File: config.mk
export PLATFORM = sky130hd
export DESIGN_NAME = palette_host_flat
export DESIGN_NICKNAME = d
export VERILOG_FILES = /design/src/common/palette_pkg.sv /design/src/common/palette_if.sv /design/src/hdl/palette_host.sv /design/src/flat_wrapper.sv
export VERILOG_INCLUDE_DIRS = /design/src /design/src/common
export SDC_FILE = /design/constraint.sdc
export NUM_CORES = 1
export LEC_CHECK = 0
export BUFFER_PORTS_ARGS = -buffer_cell sky130_fd_sc_hd__buf_2
export CORE_MARGIN = 10
export CORE_UTILIZATION = 43
export CTS_CLUSTER_DIAMETER = 80
export DETAILED_ROUTE_END_ITERATION = 10
export GPL_TIMING_DRIVEN = 0
export PLACE_DENSITY_LB_ADDON = 0.12
export SYNTH_ARGS = -nofsm -noshare
export SYNTH_HDL_FRONTEND = slang
export SYNTH_SLANG_ARGS = --single-unit
File: constraint.sdc
create_clock -name mclk -period 2.65 [get_ports mclk]
set_input_delay 0.53 -clock mclk [delete_from_list [all_inputs] [get_ports mclk]]
set_output_delay 0.53 -clock mclk [all_outputs]
set_load 0.01 [all_outputs]
File: src/common/palette_regs.svh
// Port offsets, field positions, reset values and codes for the color palette port
`ifndef PALETTE_REGS_SVH
`define PALETTE_REGS_SVH

`define PAL_MASK_OFS        16'h03c6
`define PAL_RD_INDEX_OFS    16'h03c7
`define PAL_WR_INDEX_OFS    16'h03c8
`define PAL_DATA_OFS        16'h03c9

`define PAL_MASK_RESET      8'hff
`define PAL_COMP_MSB        5
`define PAL_ENTRIES         256
`define PAL_LAST_WRITE      2'h0
`define PAL_LAST_READ       2'h3

`define CTL_INDEX_OFS       3'h0
`define CTL_RED_OFS         3'h1
`define CTL_GREEN_OFS       3'h2
`define CTL_BLUE_OFS        3'h3
`define CTL_GO_OFS          3'h4
`define CTL_STATUS_OFS      3'h5
`define CTL_MASK_OFS        3'h6

`define CTL_GO_WRITE_BIT    0
`define CTL_GO_READ_BIT     1
`define CTL_GO_MASK_WR_BIT  2
`define CTL_GO_MASK_RD_BIT  3
`define CTL_GO_STAT_RD_BIT  4

`endif

File: src/common/palette_pkg.sv
// Types shared by both ends of the color palette port
package palette_pkg;
  typedef logic [5:0]  comp_t;   // One 6-bit intensity
  typedef logic [7:0]  index_t;  // Entry index
  typedef logic [15:0] port_t;   // I/O port address
  typedef enum logic [1:0] {
    comp_red   = 2'h0,
    comp_green = 2'h1,
    comp_blue  = 2'h2
  } comp_sel_t;
  typedef enum logic [2:0] {
    h_idle  = 3'h0,
    h_index = 3'h1,
    h_data  = 3'h2,
    h_wait  = 3'h3,
    h_single = 3'h4
  } host_state_t;
endpackage : palette_pkg

File: src/common/palette_if.sv
// I/O port link between the host and the color palette
`timescale 1ns/10ps
interface palette_if;
  logic [15:0] io_addr;   // Port address
  logic [7:0]  io_wdata;  // Write data
  logic        io_wr;     // Write strobe
  logic        io_rd;     // Read strobe
  logic [7:0]  io_rdata;  // Read data, cycle after io_rd
  modport dev  (input io_addr, io_wdata, io_wr, io_rd, output io_rdata);
  modport host (output io_addr, io_wdata, io_wr, io_rd, input io_rdata);
endinterface : palette_if

File: src/hdl/palette_host.sv
// Host end: runs index-and-three-component palette sequences from control registers
`timescale 1ns/10ps
`include "palette_regs.svh"
module palette_host (
  input  wire logic        mclk,      // System clock
  input  wire logic        rst_n,     // Synchronous reset, active low
  input  wire logic [2:0]  ctl_addr,  // Control register address
  input  wire logic [7:0]  ctl_wdata, // Control write data
  input  wire logic        ctl_wr,    // Control write strobe
  input  wire logic        ctl_rd,    // Control read strobe
  output logic [7:0]       ctl_rdata, // Control read data, cycle after ctl_rd
  palette_if.host          bus        // Palette ports
);
  palette_pkg::host_state_t state;      // Sequencer state
  logic [7:0]               index;      // Entry to address
  logic [17:0]              color;      // Red, green, blue
  logic [7:0]               mask;       // Mask value to write; a mask read-back lands in status_rd
  logic [7:0]               status_rd;  // Last single-port read result
  logic                     is_read;    // Sequence direction
  logic [1:0]               step;       // Component step
  logic [2:0]               single;     // Single-port op code
  logic                     busy;       // Sequence running
  logic                     take;       // Read answer stands on the link this cycle
  logic                     take_single; // That answer belongs to a single-port read
  logic [1:0]               take_step;  // Component step the answer belongs to

  // The device answers one cycle after the strobe edge, so the answer is taken one cycle after h_wait
  assign busy = state != palette_pkg::h_idle || take;

  // Marks the cycle in which the device's read answer stands on io_rdata
  always_ff @(posedge mclk) begin
    if (!rst_n) begin
      take        <= 1'b0;
      take_single <= 1'b0;
      take_step   <= 2'h0;
    end else begin
      take        <= state == palette_pkg::h_wait ||
                     (state == palette_pkg::h_single && single[0] == 1'b0 && bus.io_rd);
      take_single <= state == palette_pkg::h_single;
      take_step   <= step;
    end
  end

  // Control registers; writes ignored while busy, go only taken in h_idle, so a sequence is never split
  always_ff @(posedge mclk) begin
    if (!rst_n) begin
      index <= 8'h00;
      color <= 18'h00000;
      mask  <= `PAL_MASK_RESET;  // Default keeps mask at all ones
    end else if (take && !take_single) begin
      case (take_step)  // Answers land red, green, blue
        2'h0:    color[17:12] <= bus.io_rdata[5:0];
        2'h1:    color[11:6]  <= bus.io_rdata[5:0];
        default: color[5:0]   <= bus.io_rdata[5:0];
      endcase
    end else if (ctl_wr && !busy) begin
      case (ctl_addr)
        `CTL_INDEX_OFS: index        <= ctl_wdata;
        `CTL_RED_OFS:   color[17:12] <= ctl_wdata[5:0];
        `CTL_GREEN_OFS: color[11:6]  <= ctl_wdata[5:0];
        `CTL_BLUE_OFS:  color[5:0]   <= ctl_wdata[5:0];
        `CTL_MASK_OFS:  mask         <= ctl_wdata;
        default: ;
      endcase
    end
  end

  // Sequencer: index write, then three data accesses
  always_ff @(posedge mclk) begin
    if (!rst_n) begin
      state     <= palette_pkg::h_idle;
      is_read   <= 1'b0;
      step      <= 2'h0;
      single    <= 3'h0;
      status_rd <= 8'h00;
      bus.io_addr  <= 16'h0000;
      bus.io_wdata <= 8'h00;
      bus.io_wr    <= 1'b0;
      bus.io_rd    <= 1'b0;
    end else begin
      bus.io_wr <= 1'b0;
      bus.io_rd <= 1'b0;
      case (state)
        palette_pkg::h_idle: begin
          if (ctl_wr && ctl_addr == `CTL_GO_OFS) begin
            single <= ctl_wdata[4:2];
            if (ctl_wdata[`CTL_GO_WRITE_BIT] || ctl_wdata[`CTL_GO_READ_BIT]) begin
              is_read <= ctl_wdata[`CTL_GO_READ_BIT] && !ctl_wdata[`CTL_GO_WRITE_BIT];
              state   <= palette_pkg::h_index;
            end else if (ctl_wdata[4:2] != 3'h0) begin
              state <= palette_pkg::h_single;
            end
          end
        end
        palette_pkg::h_index: begin
          bus.io_wr    <= 1'b1;
          bus.io_addr  <= is_read ? `PAL_RD_INDEX_OFS : `PAL_WR_INDEX_OFS;
          bus.io_wdata <= index;
          step         <= 2'h0;
          state        <= palette_pkg::h_data;
        end
        palette_pkg::h_data: begin
          bus.io_addr <= `PAL_DATA_OFS;
          if (is_read) begin
            bus.io_rd <= 1'b1;
            state     <= palette_pkg::h_wait;
          end else begin
            bus.io_wr <= 1'b1;
            case (step)  // Red, then green, then blue
              2'h0:    bus.io_wdata <= {2'h0, color[17:12]};
              2'h1:    bus.io_wdata <= {2'h0, color[11:6]};
              default: bus.io_wdata <= {2'h0, color[5:0]};
            endcase
            step  <= step + 2'h1;
            state <= (step == 2'h2) ? palette_pkg::h_idle : palette_pkg::h_data;
          end
        end
        palette_pkg::h_wait: begin
          // Strobe is seen by the device at this edge; answer is taken next cycle
          step  <= step + 2'h1;
          state <= (step == 2'h2) ? palette_pkg::h_idle : palette_pkg::h_data;
        end
        palette_pkg::h_single: begin
          if (single[0]) begin
            bus.io_wr    <= 1'b1;
            bus.io_addr  <= `PAL_MASK_OFS;
            bus.io_wdata <= mask;
            state        <= palette_pkg::h_idle;
          end else if (!bus.io_rd) begin
            bus.io_rd   <= 1'b1;
            bus.io_addr <= single[1] ? `PAL_MASK_OFS : `PAL_RD_INDEX_OFS;
          end else begin
            state <= palette_pkg::h_idle;
          end
        end
        default: begin
          state <= palette_pkg::h_idle;
        end
      endcase
      if (take && take_single) begin
        status_rd <= bus.io_rdata;  // Taken in the cycle in which the answer stands
      end
    end
  end

  // Control read answer, one cycle after the strobe
  always_ff @(posedge mclk) begin
    if (!rst_n) begin
      ctl_rdata <= 8'h00;
    end else if (ctl_rd) begin
      case (ctl_addr)
        `CTL_INDEX_OFS:  ctl_rdata <= index;
        `CTL_RED_OFS:    ctl_rdata <= {2'h0, color[17:12]};
        `CTL_GREEN_OFS:  ctl_rdata <= {2'h0, color[11:6]};
        `CTL_BLUE_OFS:   ctl_rdata <= {2'h0, color[5:0]};
        `CTL_STATUS_OFS: ctl_rdata <= {7'h00, busy};
        `CTL_MASK_OFS:   ctl_rdata <= status_rd;
        default:         ctl_rdata <= 8'h00;
      endcase
    end else begin
      ctl_rdata <= 8'h00;
    end
  end
endmodule : palette_host

File: src/flat_wrapper.sv
// flat-port wrapper written by rule: the top's interface ports become plain ports
module palette_host_flat 
  (mclk, rst_n, ctl_addr, ctl_wdata, ctl_wr, ctl_rd, ctl_rdata, bus_io_addr, bus_io_wdata, bus_io_wr, bus_io_rd, bus_io_rdata);
  palette_if bus_i ();
  input  wire logic mclk;
  input  wire logic rst_n;
  input  wire logic [2:0] ctl_addr;
  input  wire logic [7:0] ctl_wdata;
  input  wire logic ctl_wr;
  input  wire logic ctl_rd;
  output logic [7:0] ctl_rdata;
  output wire logic [$bits(bus_i.io_addr)-1:0] bus_io_addr;
  output wire logic [$bits(bus_i.io_wdata)-1:0] bus_io_wdata;
  output wire logic [$bits(bus_i.io_wr)-1:0] bus_io_wr;
  output wire logic [$bits(bus_i.io_rd)-1:0] bus_io_rd;
  input wire logic [$bits(bus_i.io_rdata)-1:0] bus_io_rdata;
  assign bus_io_addr = bus_i.io_addr;
  assign bus_io_wdata = bus_i.io_wdata;
  assign bus_io_wr = bus_i.io_wr;
  assign bus_io_rd = bus_i.io_rd;
  assign bus_i.io_rdata = bus_io_rdata;
  palette_host u_core (.mclk(mclk), .rst_n(rst_n), .ctl_addr(ctl_addr), .ctl_wdata(ctl_wdata), .ctl_wr(ctl_wr), .ctl_rd(ctl_rd), .ctl_rdata(ctl_rdata), .bus(bus_i));
endmodule
==> run_results.csv, run 1 <==
group,metric,value,unit
status,status,"completed",
layout,finish.utilization,51.2,%
cts,clock_latency,350,ps
critical_path,reg2reg_from,"u_core.state[1]",
yosys,yosysWarnings,0,
layout,final_net_count,485,
hold_path,hp-class,"in -> reg",
critical_path,crit_slowest_cell,"dfxtp_1",
layout,area_growth,16.1,%
critical_path,slowest_delay,510,ps
pwr,cellLeakagePower,1.75,nW
grt,grt_max_degree,12,
cts,cts_resized,0,
sta,hold_viol,0,
sta,fin_crit,1890,ps
yosys,synth_seq_cells,76,
floorplanning,die_x,112,µm
layout,stdcell_count,569,
layout,final_area,0.00419,mm²
grt,grt_pass1_vias,3144,
cts,clockBufferDepth,2,
route,vias,3078,
cts,path_clk_slew,80,ps
critical_path,path_buf_inv,1,
yosys,netlist_area,0.00361,mm²
critical_path,end_kind,"flop",
floorplanning,rows,33,
layout,final_common_cell,"dfxtp_1",
cts,htree_num_levels,3,
floorplanning,io_pins,57,
route,wl,10600,µm
placed_design,place_inst,553,
cts,cts.sinks,76,
yosys,synth_top_area_cell,"dfxtp_1",
route,drc,0,
sta,rsz0062_at_grt,"false",
route,drt-initial-drc-count,158,
yosys,synthCells,393,
placed_design,placed_cell_area,0.00400,mm²
route,ant_nets,0,
sta,fin_skew,9.25,ps
critical_path,startpoint,"u_core.state[1]",
layout,mostFrequentLayoutCells,"76 x dfxtp_1, 57 x buf_2, 46 x nand2_1",
route,post_drt_via_cell_ratio,5.41,
sta,post-route-period-util,71.2,%
flow_run,max_cap_viol_count,0,
placed_design,port-buffer-count,48,
grt,grt_usage,16.6,%
sta,drv_slew,0,
yosys,ys_types,50,
grt,overflow,0,
sta,setup_tns,0,ps
sta,fmax,530,MHz
critical_path,worstPathCellList,"nor2b_1 > nand2b_1 > clkbuf_1 > o21ai_0 > o221a_2",
hold_path,min_from,"ctl_wdata[7]",
cts,tritoncts,"yes",
pwr,vdd_drop_max,0.232,mV
grt,antenna_found_initial,0,
sta,finalWorstSetupSlack,762,ps
yosys,yosysTopAreaCellShare,42.2,%
critical_path,cp_max_fo,9,
route,first_pass_iters,4,
layout,layout-drive-gt1-share,23.9,%
sta,setup_viol,0,
grt,grt_pass1_wl,16800,µm
placed_design,place_congestion,0.861,
pwr,power.density,533,mW/mm²
floorplanning,initial_utilization,44.1,%
cts,cts_root_buf,"clkbuf_8",
floorplanning,die_area,0.0124,mm²
floorplanning,core-area,0.00818,mm²
cts,cts_inserted_buffers,9,
sta,relSlewSlack,52.7,%
placed_design,hpwlAfterDp,7800,µm
yosys,netlist_top_cells_area,"dfxtp_1 42%, mux2i_1 10%, mux2_2 5.0%",
route,wire_per_inst,18.6,µm
yosys,async_reset_ff_share,0,%
cts,cts_hold_buf,0,
yosys,syn_avg_cell_area,9.18,µm²
critical_path,cp_data_arrival_time,2130,ps
floorplanning,fp.dieH,112,µm
critical_path,crit_type,"reg -> reg",
critical_path,cp.required,2890,ps
critical_path,cp-start-kind,"flop",
critical_path,cp_top_family,"compound AO/OA/AOI/OAI gates",
placed_design,dp_slack,508,ps
layout,antenna_cells,0,
yosys,synth_edf_count,0,
yosys,ys.flop_type,"dfxtp_1",
yosys,ys_seq_area_share,42.2,%
cts,cts_setup_buffers,0,
sta,tightest_slew,709,ps
==> layer usage <==
metal  up-vias  global-route usage, %  wire, µm
met3        18                   3.60       575
met4         0                   6.51       204
met1      1441                   21.7      5010
li1       1525                      -         -
met2        94                   26.1      4790
met5         -                      0         0
==> cell type report <==
class	instances	area, µm²
fillers	815	3990
multi-input cells	278	1860
flip-flops and latches	76	1520
repair buffers	48	240
plain buffers	39	221
clock buffers	15	176
well taps	105	131
inverters	7	26.3
clock inverters	1	5.00
==> cell usage after synthesis (2+ instances only) <==
cell and count:
ha_1 3, o22ai_1 7, nor3b_1 7, a221o_1 6
nor4_4 2, a211oi_1 9, a21oi_1 28, mux2i_1 37
a22oi_1 5, nand3_1 14, nand4_1 2, nand2b_1 7
a31o_2 3, buf_4 13, and3_1 2, nor2_1 20
nor2b_1 9, nand2_1 46, buf_2 9, buf_6 2
clkbuf_1 14, dfxtp_1 76, o21a_1 2, nor3_1 14
inv_1 7, o21ai_0 10, mux2_2 16
==> worst reg2reg max path: stages (launching register included) <==
cell	delay (ps)
dfxtp_1	510
nor2b_1	140
nand2b_1	90
clkbuf_1	380
o21ai_0	320
o221a_2	340
==> path summary, 6_finish.rpt <==
check	slack, ps	cells after the start	end
setup reg to reg	760	5	u_core.bus.io_addr[3]
setup / recovery	760	5	u_core.bus.io_addr[3]
hold / removal	420	3	u_core.mask[7]
hold reg to reg	460	2	u_core.status_rd[6]
==> power breakdown <==
part / total (mW) / switching [mW] / internal [mW]
clock network: 0.843 / 0.425 / 0.418
logic: 0.210 / 0.128 / 0.0820
registers: 1.18 / 0.0161 / 1.16
==> metrics by stage <==
stage | hold WS, ps | power [mW]
2_1_floorplan | 432 | 1.33
4_1_cts | 414 | 2.24
3_5_place_dp | 449 | 1.41
3_3_place_gp | 440 | 1.41
5_1_grt | 439 | 2.31
6_report | 420 | 2.23
==> registers in the layout, summed over array words and instances, names as in the netlist <==
| signal | cells |
|---|---|
| u_core.is_read | 1 |
| u_core.bus.io_wr | 1 |
| u_core.color | 18 |
| u_core.take_single | 1 |
| u_core.index | 8 |
| u_core.bus.io_addr | 4 |
| u_core.take | 1 |
| u_core.state | 3 |
| u_core.step | 2 |
| u_core.mask | 8 |
| u_core.take_step | 2 |
| u_core.bus.io_rd | 1 |
| u_core.ctl_rdata | 8 |
| u_core.single | 2 |
| u_core.bus.io_wdata | 8 |
| u_core.status_rd | 8 |
==> logic make-up after synthesis <==
logic type / Yosys count / share of synthesized area (%)
flip-flops: 76 / 42.2
multiplexers: 53 / 15.3
AND/OR/NAND/NOR: 132 / 19.2
AO/OA/AOI/OAI: 82 / 15.3
buffers and inverters: 46 / 6.87
other: 1 / 0.104
adder cells (fa/ha/maj): 3 / 1.04
No activity file was read; power rests on OpenSTA's default activity.
==> inputs of run 2 (changes only) <==
==> constraint.sdc (replaced) <==
create_clock -name mclk -period 1.7 [get_ports mclk]
set_input_delay 0.34 -clock mclk [delete_from_list [all_inputs] [get_ports mclk]]
set_output_delay 0.34 -clock mclk [all_outputs]
set_load 0.01 [all_outputs]
==> run 2 against run 1 <==
Net effect: count of clock-buffer cells in the layout unchanged; first-iteration DRC count down 23%; hold slack worse by 180 ps; core utilization up 1.7 points; sequential power up 56%; worst setup slack worse by 710 ps; critical path depth up 1; cell count up 0.88%; clock skew down 2.6 ps; non-clock buffer count up 5; register-to-register slack worse by 710 ps; critical path type unchanged; critical endpoint is now u_core.color[2].
==> run_results.csv, run 2 (synthesis results as in run 1) <==
group,metric,value,unit
status,status,"completed",
pwr,seq_power_share,52.7,%
cts,cts_root_buf,"clkbuf_8",
cts,clock_latency,340,ps
sta,finalWorstSetupSlack,51.3,ps
pwr,netSwitchingPower,0.887,mW
hold_path,hp-class,"in -> reg",
critical_path,cp_data_arrival_time,1930,ps
floorplanning,fp.dieH,112,µm
critical_path,reg2reg_from,"u_core.take",
grt,grt_use_met3,3.54,%
layout,final_net_count,490,
route,first_pass_iters,5,
critical_path,cp_top_family,"simple AND/OR/NAND/NOR gates",
critical_path,r2r_slack,50,ps
flow_run,max_cap_viol_count,0,
critical_path,worstPathCellList,"buf_8 > nor4_4 > buf_4 > nand4_1 > o21ai_4 > mux2i_1",
layout,n_fill_cell,808,
route,drc,0,
grt,grt_usage,16.7,%
route,vias,3113,
layout,layout-drive-gt1-share,28.1,%
floorplanning,die_x,112,µm
grt,grt_max_degree,12,
floorplanning,core-area,0.00818,mm²
pwr,power.density,807,mW/mm²
floorplanning,io_pins,57,
layout,mostFrequentLayoutCells,"72 x dfxtp_1, 55 x buf_2, 46 x nand2_1",
sta,fin_crit,1650,ps
critical_path,crit_slowest_cell,"dfxtp_2",
grt,top_usage_layer,"met2",
sta,relSlewSlack,55.0,%
sta,drv_slew,0,
route,ant_nets,0,
floorplanning,die_area,0.0124,mm²
grt,grt_pass1_wl,16900,µm
cts,cts.sinks,76,
route,post_drt_via_cell_ratio,5.42,
placed_design,hpwlAfterDp,7800,µm
cts,tritoncts,"yes",
floorplanning,initial_utilization,44.1,%
placed_design,port-buffer-count,48,
pwr,swShare,25.4,%
sta,rsz0062_at_grt,"true",
placed_design,place_congestion,0.861,
critical_path,slowest_delay,340,ps
route,drt-initial-drc-count,122,
sta,setup_viol,0,
layout,top_register,"u_core.color",
layout,antenna_cells,0,
critical_path,path_depth,6,
pwr,vdd_drop_max,0.361,mV
cts,htree_num_levels,3,
critical_path,cp-start-kind,"flop",
sta,post-route-period-util,97.0,%
sta,whs,237,ps
pwr,internal-power,2.60,mW
layout,largest_reg_flops,18,
critical_path,end_kind,"flop",
critical_path,startpoint,"u_core.take",
critical_path,r2r_cells,6,
route,wire_per_inst,18.5,µm
pwr,p_clk_share,37.6,%
cts,path_clk_slew,80,ps
critical_path,endpoint,"u_core.color[2]",
grt,grt_pass1_vias,3161,
grt,overflow,0,
pwr,cellLeakagePower,1.81,nW
critical_path,cp.required,1980,ps
grt,grt_util_met2,26.6,%
pwr,pwr-share-comb,9.7,%
critical_path,crit_type,"reg -> reg",
route,wl,10600,µm
critical_path,cp_max_fo,6,
layout,final_common_cell,"dfxtp_1",
sta,hold_viol,0,
sta,fmax,607,MHz
sta,fin_skew,6.62,ps
critical_path,r2r_end,"u_core.color[2]",
grt,antenna_found_initial,0,
critical_path,path_buf_inv,2,
layout,area_growth,19.8,%
sta,tightest_slew,675,ps
cts,cts_inserted_buffers,9,
grt,met1_usage,21.8,%
placed_design,dp_slack,-252,ps
cts,clockBufferDepth,2,
floorplanning,rows,33,
hold_path,holdPathStages,3,
run 2: changes by cell type in the layout (fill, tap and decap cells not counted), moves of 2 or more:
cell / change
buf_2: -2
buf_4: +6
clkbuf_1: -3
clkbuf_2: +2
dfxtp_1: -4
dfxtp_2: +3
nor3b_1: -3
nor3b_2: +3
run 2: through the flow:
step | TNS, ps | std cells | utilization [%] | area [µm²] | total power, mW
after floorplan | 0 | 400 | - | 3630 | 2.08
after global placement | -3670 | 553 | 49.0 | 4000 | 2.20
after detailed placement | -4510 | 553 | 49.0 | 4000 | 2.20
after CTS | 0 | 571 | 51.7 | 4220 | 3.49
after global routing | -113 | 574 | 52.8 | 4320 | 3.61
final | 0 | 574 | 52.8 | 4320 | 3.48
run 2: worst min path at each step:
stage	start	to	slack [ps]
6_report	ctl_wdata[7]	u_core.mask[7]	240
5_1_grt	bus_io_rdata[6]	u_core.status_rd[6]	250
4_1_cts	ctl_wdata[7]	u_core.mask[7]	220
3_5_place_dp	u_core.status_rd[6]	u_core.status_rd[6]	450
3_3_place_gp	u_core.status_rd[6]	u_core.status_rd[6]	440
2_1_floorplan	u_core.status_rd[6]	u_core.status_rd[6]	430
run 2: power by group through the flow:
| stage | logic, mW | registers [mW] | clock network (mW) |
|---|---|---|---|
| global route | 0.371 | 1.84 | 1.40 |
| floorplan | 0.201 | 1.88 | 0 |
| finish | 0.339 | 1.84 | 1.31 |
| global placement | 0.320 | 1.88 | 0 |
| detailed placement | 0.322 | 1.88 | 0 |
| CTS | 0.328 | 1.84 | 1.33 |
run 2: layout make-up:
class | instances | area (µm²) | share of cell area [%]
clock buffer | 15 | 176 | 4.08
sequential | 76 | 1530 | 35.4
timing repair buffer | 55 | 305 | 7.07
buffer | 37 | 233 | 5.39
inverter | 7 | 26.3 | 0.608
multi-input combinational | 278 | 1910 | 44.3
tap | 105 | 131 | 3.04
clock inverter | 1 | 5.00 | 0.116
run 2: what timing repair did:
action	CTS	global route
resized for setup	5	23
buffers inserted	3	4
pin swaps	2	3
hold buffers	0	0
setup endpoints to repair	24	44
run 2: worst reg2reg max path, delay by kind of cell (launching register included):
kind / cells / cell delay [ps]
flip-flops: 1 / 340
buffers and inverters: 2 / 320
AO/OA/AOI/OAI: 1 / 220
multiplexers: 1 / 220
AND/OR/NAND/NOR: 2 / 490
run 2: routing by layer:
layer / share of wire [%] / wire length (µm)
met5: 0 / 0
met4: 1.7 / 182
met3: 5.5 / 580
met2: 45 / 4830
met1: 47 / 5040
==> inputs of run 3 (changes only) <==
--- a/config.mk
+++ b/config.mk
@@ -6,6 +6,7 @@
 export SDC_FILE = /design/constraint.sdc
 export NUM_CORES = 1
 export LEC_CHECK = 0
+export ABC_AREA = 1
 export BUFFER_PORTS_ARGS = -buffer_cell sky130_fd_sc_hd__buf_2
 export CORE_MARGIN = 10
 export CORE_UTILIZATION = 43
==> run 3 against run 2 <==
Net effect: via count is 21% higher; hold slack lost 33 ps; worst setup slack better by 43 ps; die area grew 4.1%; first-iteration DRC count rose by 75%; synthesized cell count grew 45%; sequential share of layout area down 0.99 points; synthesized area up 5.0%; sequential power rose by 21%; clock skew grew 6.7 ps; maximum frequency increased by 2.7%.
==> run_results.csv, run 3 <==
group,metric,value,unit
status,status,"completed",
route,first_pass_iters,5,
floorplanning,io_pins,57,
yosys,netlist_area,0.00379,mm²
route,vias,3780,
yosys,ys.flop_type,"dfxtp_1",
yosys,async_reset_ff_share,0,%
floorplanning,fp.dieH,114,µm
critical_path,end_kind,"flop",
layout,final-seq-area,0.00152,mm²
sta,post-route-period-util,94.5,%
critical_path,cp_data_arrival_time,1860,ps
layout,layout-drive-gt1-share,17.0,%
sta,rsz0062_at_grt,"true",
floorplanning,die_area,0.0130,mm²
sta,fmax,623,MHz
critical_path,reg2reg_from,"u_core.state[0]",
pwr,vdd_drop_max,0.446,mV
placed_design,hpwlAfterDp,8250,µm
placed_design,place_inst,733,
route,ant_nets,0,
critical_path,cp_max_fo,10,
placed_design,place_congestion,0.847,
route,drt-initial-drc-count,213,
sta,fin_crit,1610,ps
layout,area_growth,16.8,%
yosys,yosysMostFrequentCell,"nand2_1",
hold_path,min_from,"ctl_wdata[6]",
cts,cts_inserted_buffers,9,
layout,final_net_count,664,
grt,grt_max_degree,14,
sta,drv_slew,0,
route,post_drt_via_cell_ratio,5.03,
floorplanning,initial_utilization,43.9,%
yosys,yosysWarnings,0,
floorplanning,rows,34,
layout,antenna_cells,0,
layout,top_register,"u_core.color",
cts,clockBufferDepth,2,
layout,largest_reg_flops,18,
route,drc,0,
yosys,syn_avg_cell_area,6.63,µm²
floorplanning,core-area,0.00864,mm²
layout,mostFrequentLayoutCells,"158 x nand2_1, 90 x nor2_1, 76 x dfxtp_1",
layout,final_common_cell,"nand2_1",
pwr,total_power,5.98,mW
sta,setup_tns,0,ps
yosys,synthCells,571,
placed_design,placed_cell_area,0.00418,mm²
sta,setup_viol,0,
yosys,ys_seq_area_share,40.2,%
cts,clock_latency,370,ps
critical_path,startpoint,"u_core.state[0]",
yosys,yosysTopAreaCellShare,40.2,%
grt,top_usage_layer,"met2",
floorplanning,die_x,114,µm
cts,path_clk_slew,80,ps
cts,cts.sinks,76,
sta,finalWorstSetupSlack,93.8,ps
grt,antenna_found_initial,0,
layout,final_area,0.00442,mm²
sta,tightest_slew,658,ps
layout,n_fill_cell,945,
route,wire_per_inst,14.3,µm
critical_path,cp.required,1950,ps
cts,htree_num_levels,3,
yosys,synth_seq_cells,76,
grt,grt_pass1_vias,3526,
route,wl,10700,µm
hold_path,hp-class,"in -> reg",
pwr,cellLeakagePower,2.13,nW
grt,grt_util_met2,25.4,%
yosys,synthTopCellsByCount,"158 x nand2_1, 91 x nor2_1, 76 x dfxtp_1, 58 x nand3_1, 47 x inv_1",
grt,grt_usage,16.7,%
grt,grt_use_met3,3.57,%
sta,relSlewSlack,55.8,%
yosys,synth_top_area_cell,"dfxtp_1",
yosys,synth_edf_count,0,
pwr,power.density,1350,mW/mm²
grt,grt_pass1_wl,17500,µm
placed_design,port-buffer-count,47,
sta,fin_skew,13.4,ps
placed_design,dp_slack,25.2,ps
critical_path,cp-start-kind,"flop",
critical_path,crit_type,"reg -> reg",
cts,cts_root_buf,"clkbuf_8",
yosys,ys_types,25,
flow_run,max_cap_viol_count,0,
layout,stdcell_count,751,
layout,multi_input_area,0.00191,mm²
yosys,netlist_top_cells_area,"dfxtp_1 40%, nand2_1 16%, nor2_1 9.0%",
cts,tritoncts,"yes",
grt,overflow,0,
grt,met1_usage,22.2,%
sta,hold_viol,0,
[run 3: layout make-up]
class / count / area share (%)
buffer: 30 / 4.47
clock buffer: 10 / 2.89
multi-input combinational: 420 / 43.1
sequential: 76 / 34.4
inverter: 52 / 4.41
timing repair buffer: 49 / 5.66
clock inverter: 6 / 2.01
tap: 108 / 3.06
[run 3: final timing paths]
kind                                       endpoint  slack, ps  cells after the start
worst min-delay path                 u_core.mask[6]        200                      3
worst max register to register      u_core.color[4]         90                      7
worst max-delay path                u_core.color[4]         90                      7
worst min register to register  u_core.status_rd[1]        450                      2
[run 3: metal layers]
metal | share of wire, % | wire [µm]
met1 | 48 | 5110
met4 | 2.6 | 284
met3 | 5.4 | 584
met5 | 0 | 0
met2 | 44 | 4760
[run 3: kinds of logic (layout without fill, tap and decap cells)]
logic type / after synthesis / after routing / share of synthesized area [%]
DFF: 76 / 76 / 40.2
buffers and inverters: 82 / 147 / 10.4
AOI/OAI and AO/OA: 63 / 63 / 8.42
adders and majority gates: 3 / 3 / 0.991
and+or+nand+nor: 346 / 346 / 39.9
other: 1 / 8 / 0.0990
[run 3: power by group]
part | internal [mW] | switching [mW] | leakage, nW
Combinational | 0.813 | 1.40 | 1.42
Sequential | 2.04 | 0.190 | 0.617
Clock | 0.827 | 0.716 | 0.102
[run 3: what timing repair did]
item,in CTS,in global routing
hold buffers,0,0
gates resized for setup,0,2
endpoints found under the setup margin,0,15
setup buffers,0,2
[run 3: critical path: stages, from the launching register on]
cell     delay [ps]
dfxtp_1         410
nor2_4          200
nand4_1         210
nand2_2         220
buf_2           240
nand3_1         100
nand2_1          80
nor2_1           40
[run 3: metrics by stage]
stage | util [%] | hold WS, ps
floorplan | - | 425
detailed placement | 48.4 | 443
global placement | 48.4 | 440
CTS | 51.0 | 196
finish | 51.2 | 204
global route | 51.2 | 216
